**src/armd_defines.svh**
```systemverilog
`ifndef ARMD_DEFINES_SVH
`define ARMD_DEFINES_SVH

// ----------------------------------------
// Timing
// ----------------------------------------
`define ARMD_CLK_MHZ        20
`define ARMD_CONV_TIME_US   500
`define ARMD_CONV_CYCLES    (`ARMD_CONV_TIME_US * `ARMD_CLK_MHZ)
`define ARMD_TRACK_TIME_US  10
`define ARMD_TRACK_CYCLES   (`ARMD_TRACK_TIME_US * `ARMD_CLK_MHZ)
`define ARMD_AVG_LAST_PASS  4'hF
`define ARMD_CHANNELS       8
`define ARMD_DACS           4

// ----------------------------------------
// Register offsets (byte addresses)
// ----------------------------------------
`define ARMD_OFF_CTRL       8'h00
`define ARMD_OFF_CHSEL      8'h04
`define ARMD_OFF_LIMDIR     8'h08
`define ARMD_OFF_STATUS     8'h0C
`define ARMD_OFF_IRQSTAT    8'h10
`define ARMD_OFF_IRQMASK    8'h14
`define ARMD_OFF_LIMIT      8'h20
`define ARMD_OFF_RESULT     8'h40
`define ARMD_OFF_DACCODE    8'h60
`define ARMD_OFF_DACCFG     8'h70
`define ARMD_BANK8_MASK     8'hE0
`define ARMD_BANK4_MASK     8'hF0

// ----------------------------------------
// Field positions
// ----------------------------------------
`define ARMD_CTRL_RUN       0
`define ARMD_CTRL_CONT      1
`define ARMD_CTRL_AVG       2
`define ARMD_STAT_BUSY      8
`define ARMD_IRQ_DONE       0
`define ARMD_IRQ_WARN       1
`define ARMD_CFG_RANGE      0
`define ARMD_CFG_EN         2
`define ARMD_CFG_LO         8
`define ARMD_CFG_HI         16

// ----------------------------------------
// Reset values and codes
// ----------------------------------------
`define ARMD_DAC_MID        8'h7F
`define ARMD_DAC_CODE_RST   8'h7F
`define ARMD_DAC_LO_RST     8'h00
`define ARMD_DAC_HI_RST     8'hFF
`define ARMD_LIMIT_RST      12'h000

`endif

```
**src/armd_pkg.sv**
```systemverilog
package armd_pkg;

  typedef enum logic [1:0] {
    SEQ_IDLE,
    SEQ_CONVERT,
    SEQ_PUBLISH
  } armd_seq_state_t;

  typedef enum logic [1:0] {
    DAC_OFF,
    DAC_TRACK,
    DAC_DRIVE
  } armd_dac_state_t;

  typedef struct packed {
    logic       valid;
    logic       write;
    logic [7:0] addr;
  } armd_addr_phase_t;

  typedef struct packed {
    logic [7:0] upper;
    logic [7:0] lower;
    logic       en;
    logic [1:0] range;
  } armd_dac_cfg_t;

  typedef struct packed {
    logic [7:0]        code;
    logic signed [8:0] offset;
    logic [1:0]        range;
    logic              bufPower;
    logic              bufToDac;
    logic              stageOn;
  } armd_dac_out_t;

endpackage : armd_pkg

```
**src/armd_dac_chan.sv**
```systemverilog
`timescale 1ns/100ps
`default_nettype none
`include "armd_defines.svh"

module armd_dac_chan #(
  parameter int TRACK_CYCLES = `ARMD_TRACK_CYCLES
) (
  input  wire logic                    clk,
  input  wire logic                    resetn,
  input  wire logic [7:0]              code,
  input  wire armd_pkg::armd_dac_cfg_t cfg,
  output var  armd_pkg::armd_dac_out_t dacOut
);
  import armd_pkg::*;

  localparam int TW = $clog2(TRACK_CYCLES + 1);

  armd_dac_state_t state_reg;
  logic [TW-1:0]   timer_reg;
  logic [7:0]      clamped;
  logic            badLimits;

  assign badLimits = cfg.lower > cfg.upper;
  always_comb begin
    clamped = code;
    if (code < cfg.lower) begin
      clamped = cfg.lower;
    end else if (code > cfg.upper) begin
      clamped = cfg.upper;
    end
  end

  // ----------------------------------------
  // Glitch-free enable: track pin, then drive
  // ----------------------------------------
  always_ff @(posedge clk or negedge resetn) begin
    if (!resetn) begin
      state_reg <= DAC_OFF;
      timer_reg <= '0;
    end else begin
      unique case (state_reg)
        DAC_OFF: begin
          timer_reg <= '0;
          if (cfg.en) state_reg <= DAC_TRACK;
        end
        DAC_TRACK: begin
          timer_reg <= timer_reg + 1'b1;
          if (!cfg.en) begin
            state_reg <= DAC_OFF;
          end else if (timer_reg == TW'(TRACK_CYCLES - 1)) begin
            state_reg <= DAC_DRIVE;
          end
        end
        DAC_DRIVE: begin
          if (!cfg.en) state_reg <= DAC_OFF;
        end
      endcase
    end
  end

  always_ff @(posedge clk or negedge resetn) begin
    if (!resetn) begin
      dacOut <= '0;
    end else begin
      dacOut.code     <= clamped;
      // Midcode 0x7F leaves 128 steps above and 127 below
      dacOut.offset   <= $signed({1'b0, clamped}) - $signed({1'b0, `ARMD_DAC_MID});
      dacOut.range    <= cfg.range;
      dacOut.bufPower <= state_reg != DAC_OFF;
      dacOut.bufToDac <= state_reg == DAC_DRIVE;
      // Crossed limits keep the stage off so firmware slips cannot drive
      dacOut.stageOn  <= (state_reg == DAC_DRIVE) && !badLimits;
    end
  end
endmodule : armd_dac_chan

`default_nettype wire

```
**src/armd_result_mem.sv**
```systemverilog
`timescale 1ns/100ps
`default_nettype none

module armd_result_mem #(
  parameter int DEPTH = 8,
  parameter int WIDTH = 12
) (
  input  wire logic                     clk,
  input  wire logic                     resetn,
  input  wire logic                     we,
  input  wire logic [$clog2(DEPTH)-1:0] waddr,
  input  wire logic [WIDTH-1:0]         wdata,
  input  wire logic [$clog2(DEPTH)-1:0] raddr,
  output var  logic [WIDTH-1:0]         rdata
);

  logic [WIDTH-1:0] mem [DEPTH];

  // Cleared on reset so a channel never yet converted reads zero, not garbage
  always_ff @(posedge clk or negedge resetn) begin
    if (!resetn) begin
      for (int i = 0; i < DEPTH; i++) mem[i] <= '0;
    end else if (we) begin
      mem[waddr] <= wdata;
    end
  end

  // Registered read; a read never sees a same-cycle write
  always_ff @(posedge clk or negedge resetn) begin
    if (!resetn) begin
      rdata <= '0;
    end else begin
      rdata <= mem[raddr];
    end
  end

endmodule : armd_result_mem

`default_nettype wire

```
**src/armd_top.sv**
```systemverilog
// Behaviour
// - Eight input channels; any selected subset converted one after another.
// - Single-pass mode stops after one loop; continuous mode repeats until a control write clears run.
// - Averaging loops sixteen times before giving one averaged result per channel.
// - Result registers update only when the whole cycle, averaging included, ends.
// - Results are 12-bit unsigned codes, zero to full scale 4095.
// - Each result is compared to its limit; violations raise readable warnings.
// - One limit per channel, acting as either minimum or maximum.
// - Loop starts from a bus write or a sequencing-engine enable.
// - Each selected channel takes 500 us; loop time scales with count.
// - Four independent margining DACs, each code written by the host.
// - Unsigned 8-bit DAC code, linear, 0x7F at the midcode voltage.
// - Each DAC has a four-way midcode range select.
// - Codes span 128 steps above midcode and 127 below.
// - On enable the buffer tracks the pin first, then switches and drives.
// - Applied DAC code is the written code clamped between lower and upper.
// - Lower clamp above upper clamp holds that DAC output in high impedance.
`timescale 1ns/100ps
`default_nettype none
`include "armd_defines.svh"

module armd_top #(
  parameter int CONV_CYCLES  = `ARMD_CONV_CYCLES,
  parameter int TRACK_CYCLES = `ARMD_TRACK_CYCLES
) (
  input  wire logic                          clk,
  input  wire logic                          resetn,
  input  wire logic                          hsel,
  input  wire logic [31:0]                   haddr,
  input  wire logic [1:0]                    htrans,
  input  wire logic                          hwrite,
  input  wire logic [2:0]                    hsize,
  input  wire logic [31:0]                   hwdata,
  input  wire logic                          hready,
  output var  logic                          hreadyout,
  output var  logic                          hresp,
  output var  logic [31:0]                   hrdata,
  output var  logic [2:0]                    adcChannel,
  output var  logic                          adcStart,
  input  wire logic [11:0]                   adcData,
  input  wire logic                          engineRunReq,
  output var  logic [7:0]                    engineWarn,
  output var  logic                          busy,
  output var  logic                          irq,
  output var  armd_pkg::armd_dac_out_t [3:0] dacOut
);
  import armd_pkg::*;

  localparam int TW = $clog2(CONV_CYCLES + 1);

  // First selected channel at or above 'from'; top bit says one was found
  function automatic logic [3:0] findSel(input logic [7:0] sel, input logic [3:0] from);
    logic [3:0] r;
    r = 4'h0;
    for (int i = 7; i >= 0; i--) begin
      if (sel[i] && (4'(i) >= from)) r = {1'b1, 3'(i)};
    end
    return r;
  endfunction : findSel

  // ----------------------------------------
  // Registers
  // ----------------------------------------
  armd_addr_phase_t addrPh_reg;
  logic             runEn_reg;
  logic             ctrlCont_reg;
  logic             ctrlAvg_reg;
  logic [7:0]       chanSel_reg;
  logic [7:0]       limDir_reg;
  logic [11:0]      limit_reg [8];
  logic [7:0]       warn_reg;
  logic [1:0]       irqStat_reg;
  logic [1:0]       irqMask_reg;
  logic [7:0]       dacCode_reg [4];
  armd_dac_cfg_t    dacCfg_reg [4];
  logic             engineRunPrev_reg;

  armd_seq_state_t  seqState_reg;
  logic [7:0]       selLatched_reg;
  logic             avgLatched_reg;
  logic [2:0]       chanIdx_reg;
  logic [3:0]       passCnt_reg;
  logic [TW-1:0]    timer_reg;
  logic [15:0]      acc_reg [8];
  logic [2:0]       pubIdx_reg;

  logic             wrEn;
  logic [7:0]       wa;
  logic             lastSlot;
  logic [3:0]       nextCh;
  logic [3:0]       firstCh;
  logic [3:0]       startCh;
  logic             pubLast;
  logic             memWe;
  logic [11:0]      pubValue;
  logic             pubWarn;
  logic             engineRise;
  logic [1:0]       irqSet;
  logic [11:0]      memRdata;

  // ----------------------------------------
  // AHB-Lite slave: zero wait states, always OKAY
  // ----------------------------------------
  assign hreadyout = 1'b1;
  assign hresp     = 1'b0;

  always_ff @(posedge clk or negedge resetn) begin
    if (!resetn) begin
      addrPh_reg <= '0;
    end else if (hready) begin
      addrPh_reg.valid <= hsel && htrans[1];
      addrPh_reg.write <= hwrite && (hsize == 3'h2);
      addrPh_reg.addr  <= haddr[7:0];
    end
  end

  assign wrEn = addrPh_reg.valid && addrPh_reg.write;
  assign wa   = addrPh_reg.addr;

  always_comb begin
    hrdata = 32'h0000_0000;
    if (addrPh_reg.valid && !addrPh_reg.write) begin
      if (wa == `ARMD_OFF_CTRL) begin
        hrdata[`ARMD_CTRL_RUN]  = runEn_reg;
        hrdata[`ARMD_CTRL_CONT] = ctrlCont_reg;
        hrdata[`ARMD_CTRL_AVG]  = ctrlAvg_reg;
      end else if (wa == `ARMD_OFF_CHSEL) begin
        hrdata[7:0] = chanSel_reg;
      end else if (wa == `ARMD_OFF_LIMDIR) begin
        hrdata[7:0] = limDir_reg;
      end else if (wa == `ARMD_OFF_STATUS) begin
        hrdata[7:0]             = warn_reg;
        hrdata[`ARMD_STAT_BUSY] = busy;
      end else if (wa == `ARMD_OFF_IRQSTAT) begin
        hrdata[1:0] = irqStat_reg;
      end else if (wa == `ARMD_OFF_IRQMASK) begin
        hrdata[1:0] = irqMask_reg;
      end else if ((wa & `ARMD_BANK8_MASK) == `ARMD_OFF_LIMIT) begin
        hrdata[11:0] = limit_reg[wa[4:2]];
      end else if ((wa & `ARMD_BANK8_MASK) == `ARMD_OFF_RESULT) begin
        hrdata[11:0] = memRdata;
      end else if ((wa & `ARMD_BANK4_MASK) == `ARMD_OFF_DACCODE) begin
        hrdata[7:0] = dacCode_reg[wa[3:2]];
      end else if ((wa & `ARMD_BANK4_MASK) == `ARMD_OFF_DACCFG) begin
        hrdata[`ARMD_CFG_RANGE +: 2] = dacCfg_reg[wa[3:2]].range;
        hrdata[`ARMD_CFG_EN]         = dacCfg_reg[wa[3:2]].en;
        hrdata[`ARMD_CFG_LO +: 8]    = dacCfg_reg[wa[3:2]].lower;
        hrdata[`ARMD_CFG_HI +: 8]    = dacCfg_reg[wa[3:2]].upper;
      end
    end
  end

  // ----------------------------------------
  // Host configuration
  // ----------------------------------------
  always_ff @(posedge clk or negedge resetn) begin
    if (!resetn) begin
      ctrlCont_reg <= 1'b0;
      ctrlAvg_reg  <= 1'b0;
      chanSel_reg  <= 8'h00;
      limDir_reg   <= 8'h00;
      irqMask_reg  <= 2'h0;
      for (int i = 0; i < 8; i++) limit_reg[i] <= `ARMD_LIMIT_RST;
    end else if (wrEn) begin
      if (wa == `ARMD_OFF_CTRL) begin
        ctrlCont_reg <= hwdata[`ARMD_CTRL_CONT];
        ctrlAvg_reg  <= hwdata[`ARMD_CTRL_AVG];
      end
      if (wa == `ARMD_OFF_CHSEL) chanSel_reg <= hwdata[7:0];
      if (wa == `ARMD_OFF_LIMDIR) limDir_reg <= hwdata[7:0];
      if (wa == `ARMD_OFF_IRQMASK) irqMask_reg <= hwdata[1:0];
      if ((wa & `ARMD_BANK8_MASK) == `ARMD_OFF_LIMIT) begin
        limit_reg[wa[4:2]] <= hwdata[11:0];
      end
    end
  end

  always_ff @(posedge clk or negedge resetn) begin
    if (!resetn) begin
      for (int i = 0; i < 4; i++) begin
        dacCode_reg[i] <= `ARMD_DAC_CODE_RST;
        dacCfg_reg[i]  <= '{upper: `ARMD_DAC_HI_RST, lower: `ARMD_DAC_LO_RST,
                            en: 1'b0, range: 2'h0};
      end
    end else if (wrEn) begin
      if ((wa & `ARMD_BANK4_MASK) == `ARMD_OFF_DACCODE) begin
        dacCode_reg[wa[3:2]] <= hwdata[7:0];
      end
      if ((wa & `ARMD_BANK4_MASK) == `ARMD_OFF_DACCFG) begin
        dacCfg_reg[wa[3:2]].range <= hwdata[`ARMD_CFG_RANGE +: 2];
        dacCfg_reg[wa[3:2]].en    <= hwdata[`ARMD_CFG_EN];
        dacCfg_reg[wa[3:2]].lower <= hwdata[`ARMD_CFG_LO +: 8];
        dacCfg_reg[wa[3:2]].upper <= hwdata[`ARMD_CFG_HI +: 8];
      end
    end
  end

  // ----------------------------------------
  // Run enable: bus write or engine request
  // ----------------------------------------
  assign engineRise = engineRunReq && !engineRunPrev_reg;

  always_ff @(posedge clk or negedge resetn) begin
    if (!resetn) begin
      engineRunPrev_reg <= 1'b0;
      runEn_reg         <= 1'b0;
    end else begin
      engineRunPrev_reg <= engineRunReq;
      // A start arriving with the single-pass stop still wins
      if ((wrEn && wa == `ARMD_OFF_CTRL && hwdata[`ARMD_CTRL_RUN]) || engineRise) begin
        runEn_reg <= 1'b1;
      end else if (wrEn && wa == `ARMD_OFF_CTRL) begin
        runEn_reg <= 1'b0;
      end else if (pubLast && !ctrlCont_reg) begin
        runEn_reg <= 1'b0;
      end
    end
  end

  // ----------------------------------------
  // Round-robin sequencer
  // ----------------------------------------
  assign lastSlot = timer_reg == TW'(CONV_CYCLES - 1);
  assign nextCh   = findSel(selLatched_reg, {1'b0, chanIdx_reg} + 4'h1);
  assign firstCh  = findSel(selLatched_reg, 4'h0);
  assign startCh  = findSel(chanSel_reg, 4'h0);
  assign pubLast  = (seqState_reg == SEQ_PUBLISH) && (pubIdx_reg == 3'h7);
  assign adcStart = (seqState_reg == SEQ_CONVERT) && (timer_reg == '0);
  assign busy     = seqState_reg != SEQ_IDLE;

  always_ff @(posedge clk or negedge resetn) begin
    if (!resetn) begin
      seqState_reg   <= SEQ_IDLE;
      selLatched_reg <= 8'h00;
      avgLatched_reg <= 1'b0;
      chanIdx_reg    <= 3'h0;
      passCnt_reg    <= 4'h0;
      timer_reg      <= '0;
      pubIdx_reg     <= 3'h0;
      for (int i = 0; i < 8; i++) acc_reg[i] <= 16'h0000;
    end else begin
      unique case (seqState_reg)
        SEQ_IDLE: begin
          if (runEn_reg && chanSel_reg != 8'h00) begin
            // Selection is frozen so a mid-loop rewrite cannot split a cycle
            selLatched_reg <= chanSel_reg;
            avgLatched_reg <= ctrlAvg_reg;
            chanIdx_reg    <= startCh[2:0];
            passCnt_reg    <= 4'h0;
            timer_reg      <= '0;
            for (int i = 0; i < 8; i++) acc_reg[i] <= 16'h0000;
            seqState_reg   <= SEQ_CONVERT;
          end
        end
        SEQ_CONVERT: begin
          timer_reg <= lastSlot ? '0 : timer_reg + 1'b1;
          if (lastSlot) begin
            acc_reg[chanIdx_reg] <= acc_reg[chanIdx_reg] + {4'h0, adcData};
            if (nextCh[3]) begin
              chanIdx_reg <= nextCh[2:0];
            end else if (avgLatched_reg && passCnt_reg != `ARMD_AVG_LAST_PASS) begin
              passCnt_reg <= passCnt_reg + 4'h1;
              chanIdx_reg <= firstCh[2:0];
            end else begin
              pubIdx_reg   <= 3'h0;
              seqState_reg <= SEQ_PUBLISH;
            end
          end
        end
        SEQ_PUBLISH: begin
          pubIdx_reg <= pubIdx_reg + 3'h1;
          // Always through idle; continuous mode restarts from there
          if (pubLast) seqState_reg <= SEQ_IDLE;
        end
      endcase
    end
  end

  always_ff @(posedge clk or negedge resetn) begin
    if (!resetn) begin
      adcChannel <= 3'h0;
    end else if (seqState_reg == SEQ_IDLE) begin
      // Idle follows the live selection so the first slot of a new loop is right
      adcChannel <= startCh[2:0];
    end else begin
      adcChannel <= nextCh[3] ? nextCh[2:0] : firstCh[2:0];
    end
  end

  // ----------------------------------------
  // Publish results and limit warnings
  // ----------------------------------------
  assign memWe    = (seqState_reg == SEQ_PUBLISH) && selLatched_reg[pubIdx_reg];
  // Sum of sixteen 12-bit codes divided by sixteen stays within 12 bits
  assign pubValue = avgLatched_reg ? acc_reg[pubIdx_reg][15:4]
                                   : acc_reg[pubIdx_reg][11:0];
  assign pubWarn  = limDir_reg[pubIdx_reg] ? (pubValue > limit_reg[pubIdx_reg])
                                           : (pubValue < limit_reg[pubIdx_reg]);

  armd_result_mem #(
    .DEPTH (`ARMD_CHANNELS),
    .WIDTH (12)
  ) u_results (
    .clk    (clk),
    .resetn (resetn),
    .we     (memWe),
    .waddr  (pubIdx_reg),
    .wdata  (pubValue),
    .raddr  (haddr[4:2]),
    .rdata  (memRdata)
  );

  always_ff @(posedge clk or negedge resetn) begin
    if (!resetn) begin
      warn_reg <= 8'h00;
    end else if (memWe) begin
      warn_reg[pubIdx_reg] <= pubWarn;
    end
  end

  assign engineWarn = warn_reg;

  // ----------------------------------------
  // Interrupts: sticky, write one to clear, set wins
  // ----------------------------------------
  assign irqSet[`ARMD_IRQ_DONE] = pubLast;
  assign irqSet[`ARMD_IRQ_WARN] = memWe && pubWarn && !warn_reg[pubIdx_reg];

  always_ff @(posedge clk or negedge resetn) begin
    if (!resetn) begin
      irqStat_reg <= 2'h0;
      irq         <= 1'b0;
    end else begin
      irqStat_reg <= (irqStat_reg & ~((wrEn && wa == `ARMD_OFF_IRQSTAT) ? hwdata[1:0] : 2'h0))
                     | irqSet;
      irq         <= |(irqStat_reg & irqMask_reg);
    end
  end

  // ----------------------------------------
  // Margining DACs
  // ----------------------------------------
  for (genvar d = 0; d < `ARMD_DACS; d++) begin : g_dac
    armd_dac_chan #(
      .TRACK_CYCLES (TRACK_CYCLES)
    ) u_dac (
      .clk    (clk),
      .resetn (resetn),
      .code   (dacCode_reg[d]),
      .cfg    (dacCfg_reg[d]),
      .dacOut (dacOut[d])
    );
  end
endmodule : armd_top

`default_nettype wire
```
**config.mk**
```make
export PLATFORM = sky130hd
export DESIGN_NAME = armd_top
export DESIGN_NICKNAME = d
export VERILOG_FILES = /design/src/armd_pkg.sv /design/src/armd_dac_chan.sv /design/src/armd_result_mem.sv /design/src/armd_top.sv
export VERILOG_INCLUDE_DIRS = /design/src
export SDC_FILE = /design/constraint.sdc
export NUM_CORES = 1
export LEC_CHECK = 0
export ABC_CLOCK_PERIOD_IN_PS = 4600
export BUFFER_PORTS_ARGS = -buffer_cell sky130_fd_sc_hd__buf_4
export CORE_ASPECT_RATIO = 0.6
export CORE_UTILIZATION = 55
export DETAILED_ROUTE_END_ITERATION = 12
export PLACE_DENSITY = 0.76
export SLEW_MARGIN = 25
export SYNTH_ARGS = -nofsm -noshare
export SYNTH_HDL_FRONTEND = slang
export SYNTH_SLANG_ARGS = --single-unit
```
**constraint.sdc**
```tcl
create_clock -name clk -period 4.6 [get_ports clk]
set_clock_uncertainty 0.2 [all_clocks]
set_input_delay 0.92 -clock clk [delete_from_list [all_inputs] [get_ports clk]]
set_output_delay 0.92 -clock clk [all_outputs]
set_load 0.01 [all_outputs]
```
== Word-level counts from Yosys, hierarchy flattened ==
Cells that the tools add are included.

* Equal/unequal tests: 46
* Reduce and logical (&&, ||, !) cells: 81
* $add $sub $neg: 13
* Muxes and demuxes: 182
* Magnitude comparators: 33
* Bitwise logic cells: 9

{| class="wikitable"
|+ Operators by type and width
! kind !! count
|-
| $bwmux 76 || 4
|-
| $mux 16 || 18
|-
| $mux 128 || 2
|-
| $pmux 128 s2 || 1
|-
| $mux 12 || 20
|-
| $bwmux 96 || 2
|-
| $demux 19 s2 || 4
|-
| $bwmux 128 || 1
|-
| $bmux 12 s3 || 3
|-
| $mux 8 || 13
|-
| $bmux 16 s3 || 2
|-
| $mux 3 || 29
|-
| $demux 12 s3 || 2
|-
| $gt 8x8->1 || 8
|-
| $pmux 8 s2 || 4
|-
| $mux 19 || 3
|-
| $mux 2 || 25
|-
| $demux 16 s3 || 1
|-
| $mux 4 || 12
|-
| $mux 22 || 2
|-
| $bmux 19 s2 || 1
|-
| $sub 8x7->9 const B || 4
|-
| $logic_and 1x1->1 || 33
|-
| $add 8x1->8 const B || 4
|-
| other kinds (68) || 166
|}

* Register bits: 649
* Output and inout port bits: 136
* Input bits: 87
* Logic and storage cells: 462

== Depth between registers and ports, before layout ==
* Depth in word-level cells: 31
* Mapped depth: 18
* Depth with buffers taken out: 14

== Cells and area by module ==
From an unflattened synthesis, not the netlist that was laid out.

* Cell total of the unflattened synthesis: 3169
* Area, all modules: 35644.2 µm²

{| class="wikitable"
|+ By module, submodules not included
! module !! area each (µm²) !! sequential area each (µm²) !! instances !! cells an instance
|-
| armd_top || 22581.7 || 10410.0 || 1 || 2050
|-
| armd_dac_chan || 2087.0 || 800.8 || 4 || 214
|-
| armd_result_mem || 4714.5 || 2702.6 || 1 || 263
|}

== Worst setup path before layout ==
Ideal clock, no wire load.

* Path type: register to register
* Start point: register chanIdx_reg[1]
* End point: register acc_reg[110] (netlist bit)
* Stages on the path, launching flop included: 17
* Arrival time: 3.960 ns
* Required time: 4.261 ns
* Library setup time: 0.139 ns
* Setup slack: 0.301 ns
* Clock period less this slack: 4.299 ns
* Buffers on the path: 3
* Cells stage by stage: dfrtp_1 buf_2 buf_1 buf_2 mux4_2 nand2_1 nand2_1 ha_1 fa_1 a21o_1 a21oi_1 o21ai_0 a31oi_1 o21ai_0 nand3_1 xor2_1 o21ai_0

* Longest elaborated chain between the ends: 8
* Elaborated cells between the ends (all ways): 13
* Classes of those cells: add/sub: 1; order compare: 2; mux: 8; bitwise: 1; reduce/logical: 1

{| class="wikitable"
|+ Ends and longest elaborated chain
! element !! line !! source
|-
| from (decl) || armd_top.sv:81 || <nowiki>logic [2:0] chanIdx_reg;</nowiki>
|-
| from (signal assigned) || armd_top.sv:248 || <nowiki>chanIdx_reg <= startCh[2:0];</nowiki>
|-
| from (signal assigned) || armd_top.sv:260 || <nowiki>chanIdx_reg <= nextCh[2:0];</nowiki>
|-
| from (signal assigned) || armd_top.sv:263 || <nowiki>chanIdx_reg <= firstCh[2:0];</nowiki>
|-
| $not 3->4 (implied by the code) * || armd_top.sv:258 || <nowiki>acc_reg[chanIdx_reg] <= acc_reg[chanIdx_reg] + {4'h0, adcData};</nowiki>
|-
| $bmux 16 s3 (tied with other cells) || armd_top.sv:258 ||
|-
| $mux 16 (implied by the code) or $logic_and 1x1->1 (tied branches) || armd_top.sv:258 ||
|-
| $mux 16 (implied by the code) || armd_top.sv:258 ||
|-
| $add 16x12->16 or $demux 16 s3 (tied branches) || armd_top.sv:258 ||
|-
| $bwmux 128 * || armd_top.sv:258 ||
|-
| $mux 128 * || armd_top.sv:257 || <nowiki>if (lastSlot) begin</nowiki>
|-
| $pmux 128 s2 * || armd_top.sv:242 || <nowiki>unique case (seqState_reg)</nowiki>
|-
| to (signal, indexed assignment) || armd_top.sv:258 ||
|-
| to (decl) || armd_top.sv:84 || <nowiki>logic [15:0] acc_reg [8];</nowiki>
|}

Every way passes the cells marked *; elsewhere a longest branch is shown, timed or not. The select of a mux whose other input is x is not followed.
A chain may end at the register's enable or synchronous reset.

== Worst setup path after layout ==
* Start point: register addrPh_reg (netlist bit wa[2])
* End point: output port hrdata[4]

* Longest elaborated chain between the ends: 21
* Elaborated cells between the ends (all ways): 31
* Classes of those cells: eq/ne: 5; mux: 23; bitwise: 2; reduce/logical: 1

{| class="wikitable"
|+ Ends and longest elaborated chain
! element !! line !! source
|-
| from (decl) || armd_top.sv:64 || <nowiki>armd_addr_phase_t addrPh_reg;</nowiki>
|-
| $not 2->3 (implied by the code) || armd_top.sv:143 || <nowiki>hrdata[7:0] = dacCode_reg[wa[3:2]];</nowiki>
|-
| $bmux 8 s2 || armd_top.sv:143 ||
|-
| $mux 8 (implied by the code) (2 in a row) || armd_top.sv:143 ||
|-
| $mux 5 || armd_top.sv:142 || <nowiki>end else if ((wa & `ARMD_BANK4_MASK) == `ARMD_OFF_DACCODE) begin</nowiki>
|-
| $mux 12 || armd_top.sv:140 || <nowiki>end else if ((wa & `ARMD_BANK8_MASK) == `ARMD_OFF_RESULT) begin</nowiki>
|-
| $mux 12 || armd_top.sv:138 || <nowiki>end else if ((wa & `ARMD_BANK8_MASK) == `ARMD_OFF_LIMIT) begin</nowiki>
|-
| $mux 12 || armd_top.sv:136 || <nowiki>end else if (wa == `ARMD_OFF_IRQMASK) begin</nowiki>
|-
| $mux 12 || armd_top.sv:134 || <nowiki>end else if (wa == `ARMD_OFF_IRQSTAT) begin</nowiki>
|-
| [4 not listed] || n/a ||
|-
| $mux 12 || armd_top.sv:122 || <nowiki>if (addrPh_reg.valid && !addrPh_reg.write) begin</nowiki>
|-
| $mux 22 || armd_top.sv:136 ||
|-
| $mux 22 || armd_top.sv:134 ||
|-
| $mux 9 || armd_top.sv:131 || <nowiki>end else if (wa == `ARMD_OFF_STATUS) begin</nowiki>
|-
| $mux 8 || armd_top.sv:129 || <nowiki>end else if (wa == `ARMD_OFF_LIMDIR) begin</nowiki>
|-
| $mux 8 || armd_top.sv:127 || <nowiki>end else if (wa == `ARMD_OFF_CHSEL) begin</nowiki>
|-
| $mux 21 * || armd_top.sv:123 || <nowiki>if (wa == `ARMD_OFF_CTRL) begin</nowiki>
|-
| $mux 24 * || armd_top.sv:122 ||
|-
| to (decl) || armd_top.sv:37 || <nowiki>output var logic [31:0] hrdata,</nowiki>
|}

Marks and branches as above.

==> metrics.md <==
| Metric | Value |
|---|---|
| Post-detailed-route count of antenna-violating nets | 0 |
| Number of inserted filler cells in the final layout | 4,757 |
| Core area | 0.0615 sq mm |
| Post-synthesis cell count | around 3,000 |
| Fin crit period | 4.53 ns |
| Clock tree from TritonCTS | done |
| First-pass GRT wire length | around 180,000 um |
| Leakage Power | 18.4 nW |
| Detailed placer's ending HPWL | 86,500 um |
| Initial DRC count | 3,575 |
| Max VDD drop | 0.000298 V |
| Antenna violations before repair | 6 |
| Pins over their slew limit | 0 |
| Max Clock Freq | 221 MHz |
| Die footprint | 0.0639 sq mm |
| Power density relative to cell area | around 320 mW/mm^2 |
| Utilization of the core after routing | 64.4% |
| Most common library cell in the layout ignoring fill and taps | sky130_fd_sc_hd__dfrtp_1 |
| Total length of routed wires | 117,000 um |
| Placed Cells incl. Taps | 4,063 |
| Fraction of synthesis flops using an asynchronous set or reset pin | 100% |
| Maximum Capacitance Violations | 0 |
| Transition time of the tightest slew-check pin | 1.11 ns |
| Number of buffers added on ports | roughly 180 |
| Total number of clock tree sinks | 649 |
| Maximum buffer depth of the clock tree | 3 |
| Global-route total usage across every layer | between 30% and 40% |
| Clock group share of total power | 41.5% |
| Crit path top cell by count | sky130_fd_sc_hd__buf_4 |
| Fraction of final layout cells sized beyond drive strength 1 | between 20 and 30% |
| Growth of design area from synthesis to finish | 14.6% |
| Skew-Pair Late Insertion Delay | 0.68 ns |
| Wire per inst | 27.9 um |
| Post-synthesis area per instance | roughly 11 sq um |
| Cell area after synthesis | 0.0346 sq mm |
| Chip Height | ~200 um |
| Number of storage elements in the synthesis netlist | roughly 650 |
| Post-CTS clock slew at the launch and capture registers of the worst setup and hold paths | 0.07 ns |
| Vias in the first global route | 27,700 |
| Final sum of negative setup slack | 0 ns |
| Total count of hold-check failures in the final report | 0 |
| Result of the run | finished, final reports clean |
| CP Data Required Time | 3.48 ns |
| Max Fanout on Critical Path | 10 |
| Setup violations, final | 0 |
| Delay of the slowest cell on the worst path | 0.52 ns |
| P_int | 9.49 mW |
| FP Rows | 70 |
| Setup repair after global routing missed its margin | no |
| Post-Route Hold Slack | approximately 0.21 ns |
| Nets | 3,540 |
| Critical path launch point type | flop |
| Switching power share of the total | 26.2% |
| Yosys warning count | 0 |
| Distinct cell type count of the synthesized netlist | 85 |
| Final period util | between 90% and 100% |
| Switch Pwr | ~3.4 mW |
| Ordered cell list for the critical path | buf_12 -> mux4_2 -> nor2b_1 -> a211oi_1 -> a2111oi_0 -> buf_4 -> o221a_2 -> buf_4 |
| Number of placed I/O pins | roughly 220 |
| Sequential area share after synthesis | between 40% and 50% |
| Clk root buf | sky130_fd_sc_hd__clkbuf_16 |
| Predominant post-synthesis flop cell | sky130_fd_sc_hd__dfrtp_1 |
| Number of optimization iterations in the first detailed-route pass | 8 |
| Vias per Instance | 6.71 |
| Worst min-delay path category | flop to flop |
| Max transition margin | 25.8% |
| Total vias in the final route | ~28,000 |
| Fin cells | 4,186 |
| Number of enable-type register cells in the synthesized netlist | 0 |
| Die W | approximately 330 um |
| Reg power frac | 47.5% |
| Max FFs per register | 128 |
| Kind of critical path | flop to primary output |
| WP data arrival | between 3 and 4 ns |
| Overflow after GRT | 0 |
| Inserted Clock Buffers | 60 |
| Gp weighted congestion | 0.997 |
| Htree depth | 2 |
| Top post-synthesis cells by area | sky130_fd_sc_hd__dfrtp_1 43%, sky130_fd_sc_hd__mux2_2 9.7%, sky130_fd_sc_hd__mux4_2 6.3% |
| Cell with the largest stage delay on the worst path | sky130_fd_sc_hd__a211oi_1 |
| Area share of the largest cell type after synthesis | between 40 and 50% |
| Cell type with the largest total area after synthesis | sky130_fd_sc_hd__dfrtp_1 |
| Starting Density | 56.2% |
| Commonest non-fill, non-tap cells in the layout | 585 x sky130_fd_sc_hd__dfrtp_1, 306 x sky130_fd_sc_hd__buf_4, 298 x sky130_fd_sc_hd__mux2_2, 278 x sky130_fd_sc_hd__nand2_1, 242 x sky130_fd_sc_hd__o21ai_0 |
| Pin count of the biggest net entering global routing | 124 |
| Remaining DRCs | 0 |
| Combinational share of power | 11.0% |
| Sort of element at the end of the critical path | primary output |
power groups by stage:
| stage | logic (mW) | clock network, mW | registers (mW) |
|---|---|---|---|
| after detailed placement | 1.35 | 0 | 6.22 |
| final | 1.42 | 5.33 | 6.11 |
| after global routing | 1.54 | 5.58 | 6.13 |
| after global placement | 1.28 | 0 | 6.20 |
| after floorplan | 0.792 | 0 | 6.15 |
| after CTS | 1.37 | 5.38 | 6.11 |
synthesized netlist by cell type (all sizes together), types with 5 or more instances:
cell type  number
nor4            5
and4            8
dfrtp         589
o31ai          17
a221oi         18
a31oi          31
or2             6
a211oi         21
o22ai          33
nand2         287
o21a            9
and3           23
nor3           33
a2111oi        12
nand4          32
nor2b          46
a22o           96
nand3          80
ha            147
o221a           5
and2           15
inv           117
a22oi          78
mux2i          39
o21ai         253
xnor2          28
mux4           97
a21o           32
dfstp          60
buf            89
a21oi         121
or3             5
o21bai          6
nand2b         35
clkbuf         87
or4            14
o41ai           6
xor2           15
mux2          298
nor2          132
o211ai         12
what timing repair did:
| action | CTS | global route |
|---|---|---|
| setup endpoints to repair | 6 | 7 |
| hold buffers | 0 | 1 |
| hold endpoints to repair | 0 | 37 |
| buffers inserted | 1 | 5 |
| resized for setup | 4 | 3 |
| pin swaps | 0 | 2 |
stage by stage:
step                      total power [mW]  setup WS (ns)  instance area, sq um
after floorplan                       6.94          0.301                 34600
after global placement                7.49          0.390                 37300
after detailed placement              7.57          0.301                 37300
after CTS                             12.9        0.00219                 39500
after global routing                  13.2         0.0179                 39600
final                                 12.9         0.0659                 39600
area by class of cell:
type                       instances  area (sq um)  share of cell area [%]
antenna                            4          10.0                  0.0253
clock buffer                      86          1770                    4.47
clock inverter                    25           319                   0.806
inverter                         118           443                    1.12
multi-input combinational       2152         17000                    43.1
sequential                       649         16300                    41.2
tap                              828          1040                    2.62
timing repair buffer             324          2640                    6.67
cells by family (layout without fill, tap and decap cells):
logic type / count (synthesis) / count (layout) / synth area share [%]
xor gates and xnor gates: 43 / 43 / 1.09
DFF: 649 / 649 / 47.2
AOI/OAI and AO/OA: 784 / 784 / 15.1
muxes: 434 / 434 / 17.2
buffers and inverters: 294 / 553 / 3.75
and+or+nand+nor: 733 / 733 / 10.3
other: 2 / 14 / 0.0217
adders and majority gates: 148 / 148 / 5.38
worst max-delay path: cells and delay by family, from the launching register on:
family,cells,cell delay [ns]
multiplexers,1,0.51
buffers and inverters,3,0.57
flip-flops,1,0.49
AND/OR/NAND/NOR,1,0.14
AO/OA/AOI/OAI,3,1.01
layer usage:
metal,global-route usage (%),routed length (um)
met5,0,12
met3,16.3,18700
met4,8.42,2490
met1,54.6,49300
met2,48.1,46100
final timing paths:
path                           startpoint                  endpoint  slack, ns  depth (start not counted)
max in group asynchronous          resetn            dacCfg_reg[70]       2.36                          4
max                                 wa[2]                 hrdata[4]       0.07                          8
min in group asynchronous          resetn         u_results.mem[16]       0.53                          2
max reg2reg                 pubIdx_reg[2]             engineWarn[2]       0.17                         14
min                        dacCfg_reg[38]  g_dac[1].u_dac.dacOut[3]       0.21                          0
min reg2reg                dacCfg_reg[38]  g_dac[1].u_dac.dacOut[3]       0.21                          0
Note: power is estimated with default switching activity, not from simulation.
